===== src/alsu_cfg.svh =====
// Constants of the arithmetic, logic and shift unit
// Operation
// - Add/subtract registers; add immediate to register
// - No immediate form of plain subtract
// - Word add/subtract only between two registers
// - Byte add/subtract including carry or borrow
// - Byte step up or down by one
// - Word step up or down by one/two
// - Decimal fix of byte using condition flags
// - Unsigned 8x8 multiply giving 16-bit product
// - Unsigned 16/8 divide, quotient and remainder
// - Compare subtracts, updates flags, stores nothing
// - Word compare only between two registers
// - Negate byte: zero minus contents
// - Bitwise AND with register or immediate
// - Bitwise OR with register or immediate
// - Bitwise XOR with register or immediate
// - Invert every bit of byte
// - Arithmetic shift by one, right keeps sign
// - Logical shift by one, zero fill
// - Rotate byte by one position
// - Rotate byte through carry, nine-bit ring
// - Flags: negative, zero, overflow, carry, half carry
`ifndef ALSU_CFG_SVH
`define ALSU_CFG_SVH

// Flag bit positions inside the condition flags
`define ALSU_FLAG_C 0
`define ALSU_FLAG_V 1
`define ALSU_FLAG_Z 2
`define ALSU_FLAG_N 3
`define ALSU_FLAG_H 4
`define ALSU_FLAG_W 5
`define ALSU_FLAGS_RST 5'h00

// Register offsets on the software port
`define ALSU_ADDR_W 2
`define ALSU_OFS_FLAGS 2'h0
`define ALSU_OFS_STATUS 2'h1

// Status register fields
`define ALSU_STAT_ILLEGAL 0
`define ALSU_STAT_DIVERR 1
`define ALSU_STAT_RST 2'h0

`endif


===== src/alsu_pkg.sv =====
// Types of the arithmetic, logic and shift unit
package alsu_pkg;
	typedef enum logic [4:0] {
		op_sum, op_difference, op_sum_with_carry, op_difference_with_borrow,
		op_step_up, op_step_down, op_sum_one_or_two, op_difference_one_or_two,
		op_decimal_fix_after_sum, op_decimal_fix_after_difference,
		op_unsigned_multiply, op_unsigned_divide, op_compare, op_twos_complement,
		op_conjunction, op_disjunction, op_exclusive_disjunction, op_invert,
		op_arith_shift_left, op_arith_shift_right, op_logic_shift_left,
		op_logic_shift_right, op_circular_left, op_circular_right,
		op_carry_circular_left, op_carry_circular_right
	} alsu_op_t;
endpackage


===== src/alsu_unit.sv =====
// Arithmetic, logic and shift datapath with condition flags
`include "alsu_cfg.svh"

module alsu_unit
	import alsu_pkg::*;
(
	// Clock and reset
	input  wire logic                    core_clk,
	input  wire logic                    arst_n,
	// Operation request from the decoder
	input  wire logic                    op_valid,
	input  wire alsu_op_t                op_code,
	input  wire logic                    op_word,
	input  wire logic                    op_imm,
	input  wire logic                    op_step_two,
	input  wire logic [15:0]             dst_val,
	input  wire logic [15:0]             src_val,
	input  wire logic [7:0]              imm_val,
	// Result toward the register file
	output logic                         res_valid,
	output logic                         res_write,
	output logic                         res_word,
	output logic [15:0]                  res_data,
	output logic                         op_illegal,
	output logic [4:0]                   cond_flags,
	// Software register port
	input  wire logic [`ALSU_ADDR_W-1:0] reg_addr,
	input  wire logic [7:0]              reg_wdata,
	input  wire logic                    reg_wr,
	input  wire logic                    reg_rd,
	output logic [7:0]                   reg_rdata
);

	logic [4:0]  flags_q, flags_d;
	logic [1:0]  stat_q;
	logic        res_valid_q, res_write_q, res_word_q, illegal_q;
	logic [15:0] res_q;
	logic [7:0]  rdata_q;
	logic        wr_d, word_d, illegal_d, diverr_d;
	logic [15:0] res_d;
	logic [7:0]  a8, b8, ba, bb, bbe;
	logic        bc, bsub, bcy, bh, bv, cin;
	logic [8:0]  s9;
	logic [4:0]  hs;
	logic [15:0] wb, wbe;
	logic        wsub, wcy, wv;
	logic [16:0] s17;
	logic [15:0] quo;
	logic [7:0]  rem;
	logic [7:0]  adj;

	assign a8  = dst_val[7:0];
	assign b8  = op_imm ? imm_val : src_val[7:0];
	assign cin = flags_q[`ALSU_FLAG_C];

	// Byte adder operand steering
	always_comb begin
		ba   = a8;
		bb   = b8;
		bc   = 1'b0;
		bsub = 1'b0;
		case (op_code)
			op_difference, op_compare: bsub = 1'b1;
			op_sum_with_carry: bc = cin;
			op_difference_with_borrow: begin
				bc   = cin;
				bsub = 1'b1;
			end
			op_step_up: bb = 8'h01;
			op_step_down: begin
				bb   = 8'h01;
				bsub = 1'b1;
			end
			op_twos_complement: begin
				ba   = 8'h00;
				bb   = a8;
				bsub = 1'b1;
			end
			default: bsub = 1'b0;
		endcase
	end

	// Subtract as add of inverse, so one carry chain serves both
	assign bbe = bsub ? ~bb : bb;
	assign s9  = {1'b0, ba} + {1'b0, bbe} + {8'h00, bc ^ bsub};
	assign hs  = {1'b0, ba[3:0]} + {1'b0, bbe[3:0]} + {4'h0, bc ^ bsub};
	assign bcy = s9[8] ^ bsub;
	assign bh  = hs[4] ^ bsub;
	assign bv  = (ba[7] == bbe[7]) && (s9[7] != ba[7]);

	// Word adder for register pairs and pointer steps
	always_comb begin
		wb   = src_val;
		wsub = 1'b0;
		case (op_code)
			op_difference, op_compare: wsub = 1'b1;
			op_sum_one_or_two: wb = op_step_two ? 16'h0002 : 16'h0001;
			op_difference_one_or_two: begin
				wb   = op_step_two ? 16'h0002 : 16'h0001;
				wsub = 1'b1;
			end
			default: wsub = 1'b0;
		endcase
	end

	assign wbe = wsub ? ~wb : wb;
	assign s17 = {1'b0, dst_val} + {1'b0, wbe} + {16'h0000, wsub};
	assign wcy = s17[16] ^ wsub;
	assign wv  = (dst_val[15] == wbe[15]) && (s17[15] != dst_val[15]);

	// Divider kept combinational; the slow path limits the clock, not the cycle count
	assign quo = (src_val[7:0] == 8'h00) ? 16'hffff : dst_val / {8'h00, src_val[7:0]};
	assign rem = (src_val[7:0] == 8'h00) ? 8'h00 : 8'((dst_val % {8'h00, src_val[7:0]}));

	// Result and flag selection
	always_comb begin
		res_d     = 16'h0000;
		wr_d      = 1'b1;
		word_d    = 1'b0;
		illegal_d = 1'b0;
		diverr_d  = 1'b0;
		flags_d   = flags_q;
		adj       = 8'h00;
		case (op_code)
			op_sum, op_difference, op_compare: begin
				if (op_word && op_imm) begin
					illegal_d = 1'b1;
				end else if (op_imm && op_code == op_difference) begin
					illegal_d = 1'b1;
				end else if (op_word) begin
					res_d  = s17[15:0];
					word_d = 1'b1;
					flags_d[`ALSU_FLAG_C] = wcy;
					flags_d[`ALSU_FLAG_V] = wv;
				end else begin
					res_d = {8'h00, s9[7:0]};
					flags_d[`ALSU_FLAG_C] = bcy;
					flags_d[`ALSU_FLAG_V] = bv;
					flags_d[`ALSU_FLAG_H] = bh;
				end
				if (op_code == op_compare) begin
					wr_d = 1'b0;
				end
			end
			op_sum_with_carry, op_difference_with_borrow, op_twos_complement: begin
				res_d = {8'h00, s9[7:0]};
				flags_d[`ALSU_FLAG_C] = bcy;
				flags_d[`ALSU_FLAG_V] = bv;
				flags_d[`ALSU_FLAG_H] = bh;
			end
			op_step_up, op_step_down: begin
				res_d = {8'h00, s9[7:0]};
				flags_d[`ALSU_FLAG_V] = bv;
			end
			op_sum_one_or_two, op_difference_one_or_two: begin
				res_d  = s17[15:0];
				word_d = 1'b1;
			end
			op_decimal_fix_after_sum: begin
				if (flags_q[`ALSU_FLAG_H] || a8[3:0] > 4'h9) begin
					adj[3:0] = 4'h6;
				end
				if (cin || a8 > 8'h99) begin
					adj[7:4] = 4'h6;
					flags_d[`ALSU_FLAG_C] = 1'b1;
				end
				res_d = {8'h00, a8 + adj};
			end
			op_decimal_fix_after_difference: begin
				adj   = {cin ? 4'h6 : 4'h0, flags_q[`ALSU_FLAG_H] ? 4'h6 : 4'h0};
				res_d = {8'h00, a8 - adj};
			end
			op_unsigned_multiply: begin
				res_d  = {8'h00, a8} * {8'h00, src_val[7:0]};
				word_d = 1'b1;
			end
			op_unsigned_divide: begin
				word_d = 1'b1;
				if (quo[15:8] != 8'h00) begin
					// Zero divisor or quotient overflow leaves the register alone
					wr_d     = 1'b0;
					diverr_d = 1'b1;
					flags_d[`ALSU_FLAG_V] = 1'b1;
				end else begin
					res_d = {rem, quo[7:0]};
					flags_d[`ALSU_FLAG_V] = 1'b0;
				end
			end
			op_conjunction: res_d = {8'h00, a8 & b8};
			op_disjunction: res_d = {8'h00, a8 | b8};
			op_exclusive_disjunction: res_d = {8'h00, a8 ^ b8};
			op_invert: res_d = {8'h00, ~a8};
			op_arith_shift_left, op_logic_shift_left: begin
				res_d = {8'h00, a8[6:0], 1'b0};
				flags_d[`ALSU_FLAG_C] = a8[7];
			end
			op_arith_shift_right: begin
				res_d = {8'h00, a8[7], a8[7:1]};
				flags_d[`ALSU_FLAG_C] = a8[0];
			end
			op_logic_shift_right: begin
				res_d = {8'h00, 1'b0, a8[7:1]};
				flags_d[`ALSU_FLAG_C] = a8[0];
			end
			op_circular_left: begin
				res_d = {8'h00, a8[6:0], a8[7]};
				flags_d[`ALSU_FLAG_C] = a8[7];
			end
			op_circular_right: begin
				res_d = {8'h00, a8[0], a8[7:1]};
				flags_d[`ALSU_FLAG_C] = a8[0];
			end
			op_carry_circular_left: begin
				res_d = {8'h00, a8[6:0], cin};
				flags_d[`ALSU_FLAG_C] = a8[7];
			end
			op_carry_circular_right: begin
				res_d = {8'h00, cin, a8[7:1]};
				flags_d[`ALSU_FLAG_C] = a8[0];
			end
			default: illegal_d = 1'b1;
		endcase
		// Logic results clear overflow
		if (op_code inside {op_conjunction, op_disjunction, op_exclusive_disjunction, op_invert,
				op_logic_shift_left, op_logic_shift_right, op_circular_left, op_circular_right,
				op_carry_circular_left, op_carry_circular_right}) begin
			flags_d[`ALSU_FLAG_V] = 1'b0;
		end
		if (op_code == op_arith_shift_left) begin
			flags_d[`ALSU_FLAG_V] = a8[7] ^ a8[6];
		end
		// Zero and negative from the value produced
		if (!diverr_d) begin
			flags_d[`ALSU_FLAG_Z] = word_d ? (res_d == 16'h0000) : (res_d[7:0] == 8'h00);
			flags_d[`ALSU_FLAG_N] = word_d ? res_d[15] : res_d[7];
			if (op_code == op_compare && !op_word) begin
				flags_d[`ALSU_FLAG_Z] = (s9[7:0] == 8'h00);
				flags_d[`ALSU_FLAG_N] = s9[7];
			end
			if (op_code == op_unsigned_divide) begin
				flags_d[`ALSU_FLAG_Z] = (quo[7:0] == 8'h00);
				flags_d[`ALSU_FLAG_N] = quo[7];
			end
		end
		if (illegal_d) begin
			wr_d    = 1'b0;
			flags_d = flags_q;
		end
	end

	// Result stage: one cycle from request to write-back
	always_ff @(posedge core_clk or negedge arst_n) begin
		if (!arst_n) begin
			res_valid_q <= 1'b0;
			res_write_q <= 1'b0;
			res_word_q  <= 1'b0;
			res_q       <= 16'h0000;
			illegal_q   <= 1'b0;
		end else begin
			res_valid_q <= op_valid && !illegal_d;
			res_write_q <= op_valid && wr_d;
			illegal_q   <= op_valid && illegal_d;
			if (op_valid) begin
				res_word_q <= word_d;
				res_q      <= res_d;
			end
		end
	end

	// Condition flags; an operation outranks a software write in the same cycle
	always_ff @(posedge core_clk or negedge arst_n) begin
		if (!arst_n) begin
			flags_q <= `ALSU_FLAGS_RST;
		end else if (op_valid) begin
			flags_q <= flags_d;
		end else if (reg_wr && reg_addr == `ALSU_OFS_FLAGS) begin
			flags_q <= reg_wdata[`ALSU_FLAG_W-1:0];
		end
	end

	// Sticky status; a new event wins over a clear
	always_ff @(posedge core_clk or negedge arst_n) begin
		if (!arst_n) begin
			stat_q <= `ALSU_STAT_RST;
		end else begin
			if (reg_wr && reg_addr == `ALSU_OFS_STATUS) begin
				stat_q <= stat_q & ~reg_wdata[1:0];
			end
			if (op_valid && illegal_d) begin
				stat_q[`ALSU_STAT_ILLEGAL] <= 1'b1;
			end
			if (op_valid && diverr_d) begin
				stat_q[`ALSU_STAT_DIVERR] <= 1'b1;
			end
		end
	end

	// Read data stand for one cycle only
	always_ff @(posedge core_clk or negedge arst_n) begin
		if (!arst_n) begin
			rdata_q <= 8'h00;
		end else if (!reg_rd) begin
			rdata_q <= 8'h00;
		end else if (reg_addr == `ALSU_OFS_FLAGS) begin
			rdata_q <= {3'h0, flags_q};
		end else if (reg_addr == `ALSU_OFS_STATUS) begin
			rdata_q <= {6'h00, stat_q};
		end else begin
			rdata_q <= 8'h00;
		end
	end

	assign res_valid  = res_valid_q;
	assign res_write  = res_write_q;
	assign res_word   = res_word_q;
	assign res_data   = res_q;
	assign op_illegal = illegal_q;
	assign cond_flags = flags_q;
	assign reg_rdata  = rdata_q;
endmodule


===== config.mk =====
export PLATFORM = sky130hd
export DESIGN_NAME = alsu_unit
export DESIGN_NICKNAME = d
export VERILOG_FILES = /design/src/alsu_pkg.sv /design/src/alsu_unit.sv
export VERILOG_INCLUDE_DIRS = /design/src /design/src/src
export SDC_FILE = /design/constraint.sdc
export NUM_CORES = 1
export LEC_CHECK = 0
export ABC_AREA = 1
export BUFFER_PORTS_ARGS = -buffer_cell sky130_fd_sc_hd__buf_2
export CORE_AREA = 4 4 146 148
export CTS_BUF_LIST = sky130_fd_sc_hd__clkbuf_2
export DETAILED_ROUTE_END_ITERATION = 8
export DIE_AREA = 0 0 150 152
export HOLD_SLACK_MARGIN = 0.02
export PLACE_DENSITY = 0.84
export SLEW_MARGIN = 20
export SYNTH_ARGS = -nofsm -noshare
export SYNTH_HDL_FRONTEND = slang
export SYNTH_SLANG_ARGS = --single-unit

===== constraint.sdc =====
create_clock -name core_clk -period 6 [get_ports core_clk]
set_clock_uncertainty 0.05 [all_clocks]
set_input_delay 1.2 -clock core_clk [delete_from_list [all_inputs] [get_ports core_clk]]
set_output_delay 1.2 -clock core_clk [all_outputs]
set_load 0.1 [all_outputs]

==> results of run 1 <==
-- kinds of logic after synthesis --
group           count (synthesis)  share of synthesized area
simple gates                  971                     0.3477
buf+inv                       411                     0.1234
compound gates                344                     0.1588
fa+ha+maj                     230                     0.2488
xor+xnor                       85                    0.05828
flops                          32                    0.06269
other cells                     1                  0.0002936
-- metal layers --
| metal | global-route usage | GRT overflow |
|---|---|---|
| met3 | 0.7593 | 7 |
| met1 | 0.8568 | 3 |
| met4 | 0.8998 | 100 |
| met5 | 0.2870 | 1 |
| met2 | 0.9770 | 151 |
-- cells in the mapped netlist, types with 12 or more instances --
cell      count
o21ai_0     138
xor2_1       47
a21o_1       19
nand2_2      13
inv_1       339
a31oi_1      17
nand3_2      18
fa_1         40
ha_1        190
o21bai_1     12
or2_2        20
dfrtp_1      32
nor3_1       26
clkbuf_1     42
nand2_1     521
inv_2        12
xnor2_1      38
o22ai_1      12
nor2_1      163
a21oi_1      79
nand4_1      18
nand3_1     131
-- metrics by stage --
stage / hold slack (ns) / cell area (um2)
2_1_floorplan: 0.3995 / 13190
3_3_place_gp: 0.4117 / 16830
3_5_place_dp: 0.4202 / 16830
4_1_cts: 0.4565 / 19450
-- repair_timing --
| item | in CTS |
|---|---|
| resized for setup | 215 |
| gates cloned | 3 |
| endpoints found under the hold margin | 0 |
| endpoints found under the setup margin | 21 |
| setup buffers | 219 |
| pin swaps | 149 |
==> reports/qor.txt, run 1 <==
Die Span X = 150 um
Register area share after synthesis = 0.06269
Synth Flop Type = dfrtp_1
CTS Sinks = 32
Num CTS Buffers = 5
Distinct cells, synth = 61
Initial core utilization = 0.6374
Asr flop ratio synth = 1.000
Synth top area share = 0.1861
Number of flops mapped to enable cells by yosys = 0
Row Count = 52
Outcome = stopped before the end
Max H-tree Level = 2
Die height = 152 um
Cell count after synthesis = 2074
GRT Overall Usage = 0.8611
First-pass GRT wire length = 159400 um
CTS Buffer Depth = 2
GPL Wtd Cong = 1.028
Dpl cells = 2804
Synth top area cells = ha_1 19%, nand2_1 15%, inv_1 10%
Post-DP HPWL = 38660 um
Number of port buffers = 89
Hold Buf Count CTS = 0
Largest area contributor in the netlist = ha_1
Total grt overflow = 262
Root buffer cell = clkbuf_2
Netlist Area Pre-Place = 12770 um2
Dpl ws = -20.53 ns
Yosys reg bits = 32
Error msg = [ERROR GRT-0116] Global routing finished with congestion. Check the congestion regions in the DRC Viewer.
Number of global-route vias before repair = 26.29k
Ys Warns = 0
Stop stage = 5_1_grt
Largest net degree at the start of global routing = 39
Avg Inst Size Synth = 6.159 um2
IO Pins = 96
==> inputs of run 2 (changes only) <==
- CORE_AREA: 4 4 146 148 -> 4 4 184 186
- CTS_BUF_LIST: sky130_fd_sc_hd__clkbuf_2 -> unset
- DIE_AREA: 0 0 150 152 -> 0 0 188 190
- HOLD_SLACK_MARGIN: 0.02 -> unset
- PLACE_DENSITY: 0.84 -> unset
- PLACE_DENSITY_LB_ADDON: unset -> 0.15
==> run 2 against run 1 <==
Compared with the run above: the flow now finishes, with violations (setup timing); area after synthesis unchanged; synthesized cell count stayed put.
==> reports/qor.txt, run 2 <==
Area of the multi-input gates = 12220 um2
Synth top area share = 0.1861
First-pass GRT wire length = 85270 um
Worst-margin pin slew = 0.8577 ns
WHS Path Cells = 2
Leading cell types in the layout, fill and taps excluded = 753 x buf_4, 436 x nand2_1, 305 x inv_1
Reg area = 800.8 um2
Number of global-route vias before repair = 17.47k
Buffers and inverters on the worst path = 53
Cell count after synthesis = 2074
Routed wire per std cell = 16.99 um
Fill cell count = 2540
CP Data Arrival Time = 26.04 ns
Register area share after synthesis = 0.06269
Total grt overflow = 0
Worst skew pair latency = 0.28 ns
Die height = 190 um
Largest register FFs = 16
Slew Viols, Final = 0
# DRC = 0
Top-count cell post-synth = nand2_1
Crit path max fanout = 7
Layout cells sized above 1 = 0.4412
CTS Sinks = 32
Number of port buffers = 89
Non-filler cells, final = 3382
Largest net degree at the start of global routing = 39
Netlist Area Pre-Place = 12770 um2
DR vias/cell = 5.171
Placeable core area = 32290 um2
Final setup TNS = -311.14 ns
Number of flops mapped to enable cells by yosys = 0
Final worst path period share = 4.311
Ant. Diodes = 0
Worst r2r src = cond_flags[0]$_DFFE_PN0P_
Initial core utilization = 0.3956
Hold Path Class = flop to flop
Max_cap viols = 0
CTS Buffer Depth = 2
Commonest non-fill, non-tap cell in the layout = buf_4
Hold Buf Count CTS = 0
Nets = 3232
Die area = 35720 um2
Final Hold Vio Count = 0
Row Count = 66
Asr flop ratio synth = 1.000
Most frequent CP cell = buf_4
CTS clk-pin slew, worst paths = 0.05 ns
Root buffer cell = clkbuf_16
IO Pins = 96
CTS tree = built
Initial DRC count = 1218
RSZ-0062 raised after global routing = true
GRT Overall Usage = 0.2874
Post-DP HPWL = 38360 um
Dpl ws = -20.03 ns
Num CTS Buffers = 5
Synth-to-Final Area Change = 72.93%
Largest area contributor in the netlist = ha_1
Wirelength, routed = 57440 um
Yosys reg bits = 32
Die Span X = 188 um
Reg2Reg Depth = 19
R2r endpoint = cond_flags[2]$_DFFE_PN0P_
Largest delay share family, worst path = simple AND/OR/NAND/NOR gates
Commonest cells post-synth = 521 x nand2_1, 339 x inv_1, 190 x ha_1
Avg Inst Size Synth = 6.159 um2
Routed Antenna Nets = 0
Crit path time final = 25.87 ns
Hold endpoint = stat_q[0]$_DFFE_PN0P_
Failing checks = setup timing
Via Count = 17.49k
Antenna violations before repair = 0
Dpl cells = 3056
Max-slew headroom = 0.4282
Max incr delay on CP = 0.32 ns
Critical path endpoint category = flop
Synth Flop Type = dfrtp_1
Synth top area cells = ha_1 19%, nand2_1 15%, inv_1 10%
Distinct cells, synth = 61
Outcome = finished, violations left
Fin worst setup slack = -19.87 ns
Crit Path Class = input pin to flop
Hold Path Origin = stat_q[0]$_DFFE_PN0P_
Slowest cell on crit path = ha_4
Ys Warns = 0
Fmax = 0.03866 GHz
Final setup violation count = 21
Critical Path RT = 6.17 ns
CP Launch Type = input pin
Max H-tree Level = 2
Flop2flop setup slack = 1.65 ns
GPL Wtd Cong = 1.014
Initial DRT Pass Iterations = 6
[run 2: metal layers]
layer,GRT usage,wire length (um),share of wire
met5,0,0,0
met4,0.1158,3309,0.058
met3,0.02550,3207,0.056
met2,0.5244,27810,0.48
met1,0.3481,23120,0.40
[run 2: worst max path at each step]
| stage | start | end | slack [ns] | cells past startpoint |
|---|---|---|---|---|
| after global routing | src_val[0] | cond_flags[2]$_DFFE_PN0P_ | -21.22 | 205 |
| after floorplan | src_val[0] | cond_flags[2]$_DFFE_PN0P_ | -19.88 | 208 |
| final | src_val[0] | cond_flags[2]$_DFFE_PN0P_ | -19.87 | 202 |
| after CTS | src_val[0] | cond_flags[2]$_DFFE_PN0P_ | -17.90 | 196 |
| after detailed placement | src_val[0] | cond_flags[3]$_DFFE_PN0P_ | -20.03 | 198 |
| after global placement | src_val[0] | cond_flags[2]$_DFFE_PN0P_ | -19.28 | 199 |
[run 2: logic make-up (layout without fill, tap and decap cells)]
group,count (synthesis),count (layout),synth area share
XOR/XNOR,85,85,0.05828
adder cells (fa/ha/maj),230,230,0.2488
other,1,3,0.0002936
buffers and inverters,411,1274,0.1234
AO/OA/AOI/OAI,344,344,0.1588
AND/OR/NAND/NOR,971,972,0.3477
flip-flops,32,32,0.06269
[run 2: metrics by stage]
stage                       util  hold slack [ns]  cell area, um2
after floorplan                -           0.3995           13190
after global placement    0.5469           0.4155           17660
after detailed placement  0.5469           0.4140           17660
after CTS                 0.6393           0.4358           20640
after global routing      0.6841           0.4620           22090
final                     0.6841           0.4373           22090
[run 2: worst min-delay path: cells and delay by family (launching register included)]
family           cells  cell delay (ns)
DFF                  1             0.34
and+or+nand+nor      2             0.12
[run 2: what timing repair did]
action,4_1_cts,5_1_grt
setup endpoints to repair,21,22
gates cloned,2,0
pin swaps,143,94
gates resized for setup,219,189
setup buffers,243,82
hold endpoints to repair,0,0
[run 2: cell type report]
| class | count | area share |
|---|---|---|
| Timing Repair inverter | 1 | 0.0003399 |
| Timing Repair Buffer | 908 | 0.3130 |
| Clock inverter | 3 | 0.001926 |
| Inverter | 357 | 0.06452 |
| Multi-Input combinational cell | 1634 | 0.5533 |
| Sequential cell | 32 | 0.03625 |
| Tap cell | 442 | 0.02504 |
| Clock buffer | 5 | 0.005664 |
Power of run 2 is not shown: default switching activity piles up to over one toggle a cycle in this logic, so the estimate is an artifact.
==> inputs of run 3 (changes only) <==
- ABC_AREA: 1 -> unset
==> run 3 against run 2 <==
Compared with the run above: the flow still finishes with violations (setup timing); maximum frequency shrank 10%; wire length shrank 7.0%; hold slack lost 0.0050 ns; non-clock buffer count shrank 131; cell count shrank 15%; area after synthesis shrank 0.69%; count of clock-buffer cells in the layout grew 1; core utilization shrank 6.8 points; critical path depth shrank 48; register-to-register slack lost 0.19 ns; flip-flop and latch count is the same; critical path type unchanged; critical endpoint is now cond_flags[3]$_DFFE_PN0P_.
==> reports/qor.txt, run 3 <==
Outcome = finished, violations left
Failing checks = setup timing
First-pass GRT wire length = 83450 um
Placeable core area = 32290 um2
Wirelength, routed = 53450 um
Cell count after synthesis = 1720
Num CTS Buffers = 5
Initial DRC count = 984
CTS Buffer Depth = 2
Max-slew headroom = 0.4131
Root buffer cell = clkbuf_16
Die area = 35720 um2
Number of global-route vias before repair = 16.16k
IO Pins = 96
Largest delay share family, worst path = compound AO/OA/AOI/OAI gates
Number of flops mapped to enable cells by yosys = 0
Largest register FFs = 16
Initial DRT Pass Iterations = 8
Fin util = 0.6159
Row Count = 66
CTS tree = built
Total grt overflow = 0
Crit path time final = 28.77 ns
Worst-margin pin slew = 0.8736 ns
DR vias/cell = 5.585
Non-filler cells, final = 2871
Critical path endpoint category = flop
Routed wire per std cell = 18.62 um
Synth-to-Final Area Change = 56.76%
Final Hold Vio Count = 0
CP Data Arrival Time = 28.88 ns
GPL Wtd Cong = 1.003
Distinct cells, synth = 109
Yosys reg bits = 32
Synth top area cells = ha_1 19%, dfrtp_1 6.3%, fa_1 6.3%
Asr flop ratio synth = 1.000
Critical Path RT = 6.11 ns
Number of port buffers = 89
Slowest cell on crit path = a221o_1
Fin worst setup slack = -22.77 ns
CTS Sinks = 32
Nets = 2721
Max_cap viols = 0
Fmax = 0.03476 GHz
Crit Path Class = input pin to flop
Largest net degree at the start of global routing = 35
GRT Overall Usage = 0.2839
Final setup TNS = -360.67 ns
Most frequent CP cell = o21a_1
Ant. Diodes = 0
Commonest cells post-synth = 190 x ha_1, 175 x nor2_1, 156 x nand2_1
Antenna violations before repair = 0
Max H-tree Level = 2
Routed Antenna Nets = 0
Worst skew pair latency = 0.28 ns
Buffers and inverters on the worst path = 25
Synth Flop Type = dfrtp_1
Largest area contributor in the netlist = ha_1
Final worst path period share = 4.795
Ys Warns = 0
CP Launch Type = input pin
Slew Viols, Final = 0
Register area share after synthesis = 0.06312
Post-DP HPWL = 40900 um
Synth top area share = 0.1874
Max incr delay on CP = 0.45 ns
CTS clk-pin slew, worst paths = 0.05 ns
Netlist Area Pre-Place = 12690 um2
Leading cell types in the layout, fill and taps excluded = 659 x buf_4, 173 x ha_1, 151 x nor2_1
Die Span X = 188 um
Via Count = 16.04k
Initial core utilization = 0.3929
Final setup violation count = 21
Layout cells sized above 1 = 0.4142
Commonest non-fill, non-tap cell in the layout = buf_4
Dpl ws = -23.58 ns
Hold Path Class = flop to flop
Crit path max fanout = 8
Avg Inst Size Synth = 7.376 um2
# DRC = 0
Die height = 190 um
RSZ-0062 raised after global routing = true
Top-count cell post-synth = ha_1
Dpl cells = 2709
run 3: timing repair:
action | in CTS | in global routing
buffers inserted | 123 | 30
pin swaps | 121 | 62
gates resized for setup | 119 | 53
endpoints found under the setup margin | 21 | 22
hold buffers | 0 | 0
gates cloned | 1 | 0
run 3: routing by layer:
metal | vias up | GRT usage | share of wire
met4 | 0 | 0.1062 | 0.047
met1 | 7597 | 0.3461 | 0.42
met2 | 584 | 0.5203 | 0.48
li1 | 7700 | - | -
met5 | - | 0 | 0
met3 | 154 | 0.02404 | 0.051
run 3: per-stage QoR:
step | instance area [um2] | hold slack (ns)
floorplan | 13170 | 0.3978
global placement | 17780 | 0.4095
detailed placement | 17780 | 0.4240
CTS | 19400 | 0.4359
global route | 19890 | 0.4626
finish | 19890 | 0.4323
run 3: layout make-up:
type | count | area [um2]
clock buffers | 6 | 138.9
clock inverters | 2 | 10.01
fillers | 2867 | 12400
inverters | 127 | 478.0
multi-input cells | 1485 | 12170
flip-flops and latches | 32 | 800.8
well taps | 442 | 553.0
repair buffers | 777 | 5736
run 3: path summary, 6_finish.rpt:
check / end / start / slack, ns / depth (start not counted)
max: cond_flags[3]$_DFFE_PN0P_ / src_val[6] / -22.77 / 154
min: stat_q[0]$_DFFE_PN0P_ / stat_q[0]$_DFFE_PN0P_ / 0.43 / 1
max reg2reg: cond_flags[2]$_DFFE_PN0P_ / cond_flags[0]$_DFFE_PN0P_ / 1.46 / 18
min reg2reg: stat_q[0]$_DFFE_PN0P_ / stat_q[0]$_DFFE_PN0P_ / 0.43 / 1
max in group asynchronous: res_data[4]$_DFFE_PN0P_ / arst_n / 4.53 / 1
min in group asynchronous: reg_rdata[2]$_DFF_PN0_ / arst_n / 0.92 / 1
run 3: worst register-to-register path: cells and delay by family (launching register included):
family | cells | cell delay, ns
xor+xnor | 2 | 0.42
flops | 1 | 0.58
simple gates | 9 | 1.70
fa+ha+maj | 2 | 0.83
compound gates | 5 | 0.90
run 3: logic make-up after synthesis:
logic type | Yosys count | share of synthesized area
AND/OR/NAND/NOR | 581 | 0.2238
AO/OA/AOI/OAI | 512 | 0.2776
adder cells (fa/ha/maj) | 232 | 0.2521
buffers and inverters | 205 | 0.06391
XOR/XNOR | 89 | 0.06145
multiplexers | 68 | 0.05770
flip-flops | 32 | 0.06312
other | 1 | 0.0002956
Power of run 3 is left out for the same reason.
==> inputs of run 4 (changes only) <==
- CORE_AREA: 4 4 184 186 -> 4 4 218 156
- DIE_AREA: 0 0 188 190 -> 0 0 222 160
==> run 4 against run 3 <==
Compared with the run above: the flow still finishes with violations (setup timing); global-route usage is 1.9 points higher; non-clock buffer count shrank 22; core utilization grew 1.1 points; wire length increased by 7.3%; critical path type unchanged.
==> reports/qor.txt, run 4 (same netlist as run 3, synthesis figures left out) <==
Outcome = finished, violations left
Failing checks = setup timing
Fin worst setup slack = -22.55 ns
Die area = 35520 um2
Max-slew headroom = 0.2373
Die Span X = 222 um
CTS Buffer Depth = 2
Number of port buffers = 89
Final worst path period share = 4.758
Commonest non-fill, non-tap cell in the layout = buf_4
Crit path time final = 28.55 ns
Synth-to-Final Area Change = 57.88%
Num CTS Buffers = 5
Wirelength, routed = 57340 um
Final Hold Vio Count = 0
Max_cap viols = 0
Total grt overflow = 0
Max H-tree Level = 2
# DRC = 0
Dpl ws = -23.71 ns
Fmax = 0.03503 GHz
Slowest cell on crit path = or4b_4
Root buffer cell = clkbuf_16
Most frequent CP cell = o21a_1
Leading cell types in the layout, fill and taps excluded = 637 x buf_4, 165 x ha_1, 147 x nor2_1
Slew Viols, Final = 0
CTS tree = built
Via Count = 16.06k
Nets = 2700
CP Launch Type = input pin
Die height = 160 um
Max incr delay on CP = 0.44 ns
First-pass GRT wire length = 87260 um
Crit path max fanout = 7
Crit Path Class = input pin to flop
Worst-margin pin slew = 1.135 ns
Final setup violation count = 21
IO Pins = 96
Critical Path RT = 6.16 ns
Antenna violations before repair = 0
RSZ-0062 raised after global routing = true
Fill cell count = 2816
Initial DRT Pass Iterations = 6
Reg area = 800.8 um2
Layout cells sized above 1 = 0.4178
Largest net degree at the start of global routing = 35
DR vias/cell = 5.664
Hold Path Class = flop to flop
Hold Buf Count CTS = 0
Initial core utilization = 0.3973
Number of global-route vias before repair = 15.67k
CP Data Arrival Time = 28.70 ns
Largest register FFs = 16
CTS clk-pin slew, worst paths = 0.05 ns
Routed Antenna Nets = 0
Initial DRC count = 1669
Final setup TNS = -356.70 ns
GPL Wtd Cong = 0.9721
Post-DP HPWL = 44510 um
Routed wire per std cell = 20.23 um
Ant. Diodes = 0
CTS Sinks = 32
Worst skew pair latency = 0.27 ns
GRT Overall Usage = 0.3032
Row Count = 55
Area of the multi-input gates = 12460 um2
Placeable core area = 31930 um2
Critical path endpoint category = flop
## run 4: path summary, 6_finish.rpt
kind	endpoint	startpoint	cells past startpoint	slack [ns]
worst min-delay path	stat_q[0]$_DFFE_PN0P_	stat_q[0]$_DFFE_PN0P_	1	0.43
worst min register to register	stat_q[0]$_DFFE_PN0P_	stat_q[0]$_DFFE_PN0P_	1	0.43
max in group asynchronous	cond_flags[4]$_DFFE_PN0P_	arst_n	1	4.51
worst max-delay path	cond_flags[2]$_DFFE_PN0P_	src_val[4]	145	-22.55
min in group asynchronous	reg_rdata[2]$_DFF_PN0_	arst_n	1	0.93
worst max register to register	cond_flags[2]$_DFFE_PN0P_	cond_flags[0]$_DFFE_PN0P_	17	1.12
## run 4: cell type report
class | count | area share
clock inverter | 2 | 0.001749
inverter | 127 | 0.02386
tap | 427 | 0.02668
timing repair buffer | 755 | 0.2789
clock buffer | 6 | 0.006435
sequential | 32 | 0.03998
multi-input combinational | 1486 | 0.6224
## run 4: worst max-delay path: cells and delay by family
kind | cells | cell delay (ns)
adder cells (fa/ha/maj) | 15 | 3.72
AND/OR/NAND/NOR | 34 | 6.12
multiplexers | 6 | 1.83
AO/OA/AOI/OAI | 84 | 15.07
buffers and inverters | 6 | 0.73
## run 4: metrics by stage
step | hold WS, ns | instance area (um2) | utilization | cells
3_3_place_gp | 0.4100 | 17880 | 0.5599 | 2709
2_1_floorplan | 0.3978 | 13170 | - | 1722
4_1_cts | 0.4359 | 19320 | 0.6050 | 2793
5_1_grt | 0.4586 | 20030 | 0.6272 | 2835
6_report | 0.4328 | 20030 | 0.6272 | 2835
3_5_place_dp | 0.4238 | 17880 | 0.5599 | 2709
## run 4: metal layers
layer / vias to the layer above / track usage / part of all wire
met2: 681 / 0.4507 / 0.41
met4: 0 / 0.05185 / 0.017
met3: 67 / 0.08140 / 0.10
met1: 7666 / 0.4455 / 0.47
met5: - / 0 / 0
li1: 7643 / - / -
## run 4: repair_timing
action                                  in CTS  in global routing
resized for setup                          149                 72
pin swaps                                  153                104
endpoints found under the setup margin      21                 22
gates cloned                                 1                  0
buffers inserted                            78                 44
Power of run 4 is left out for the same reason.
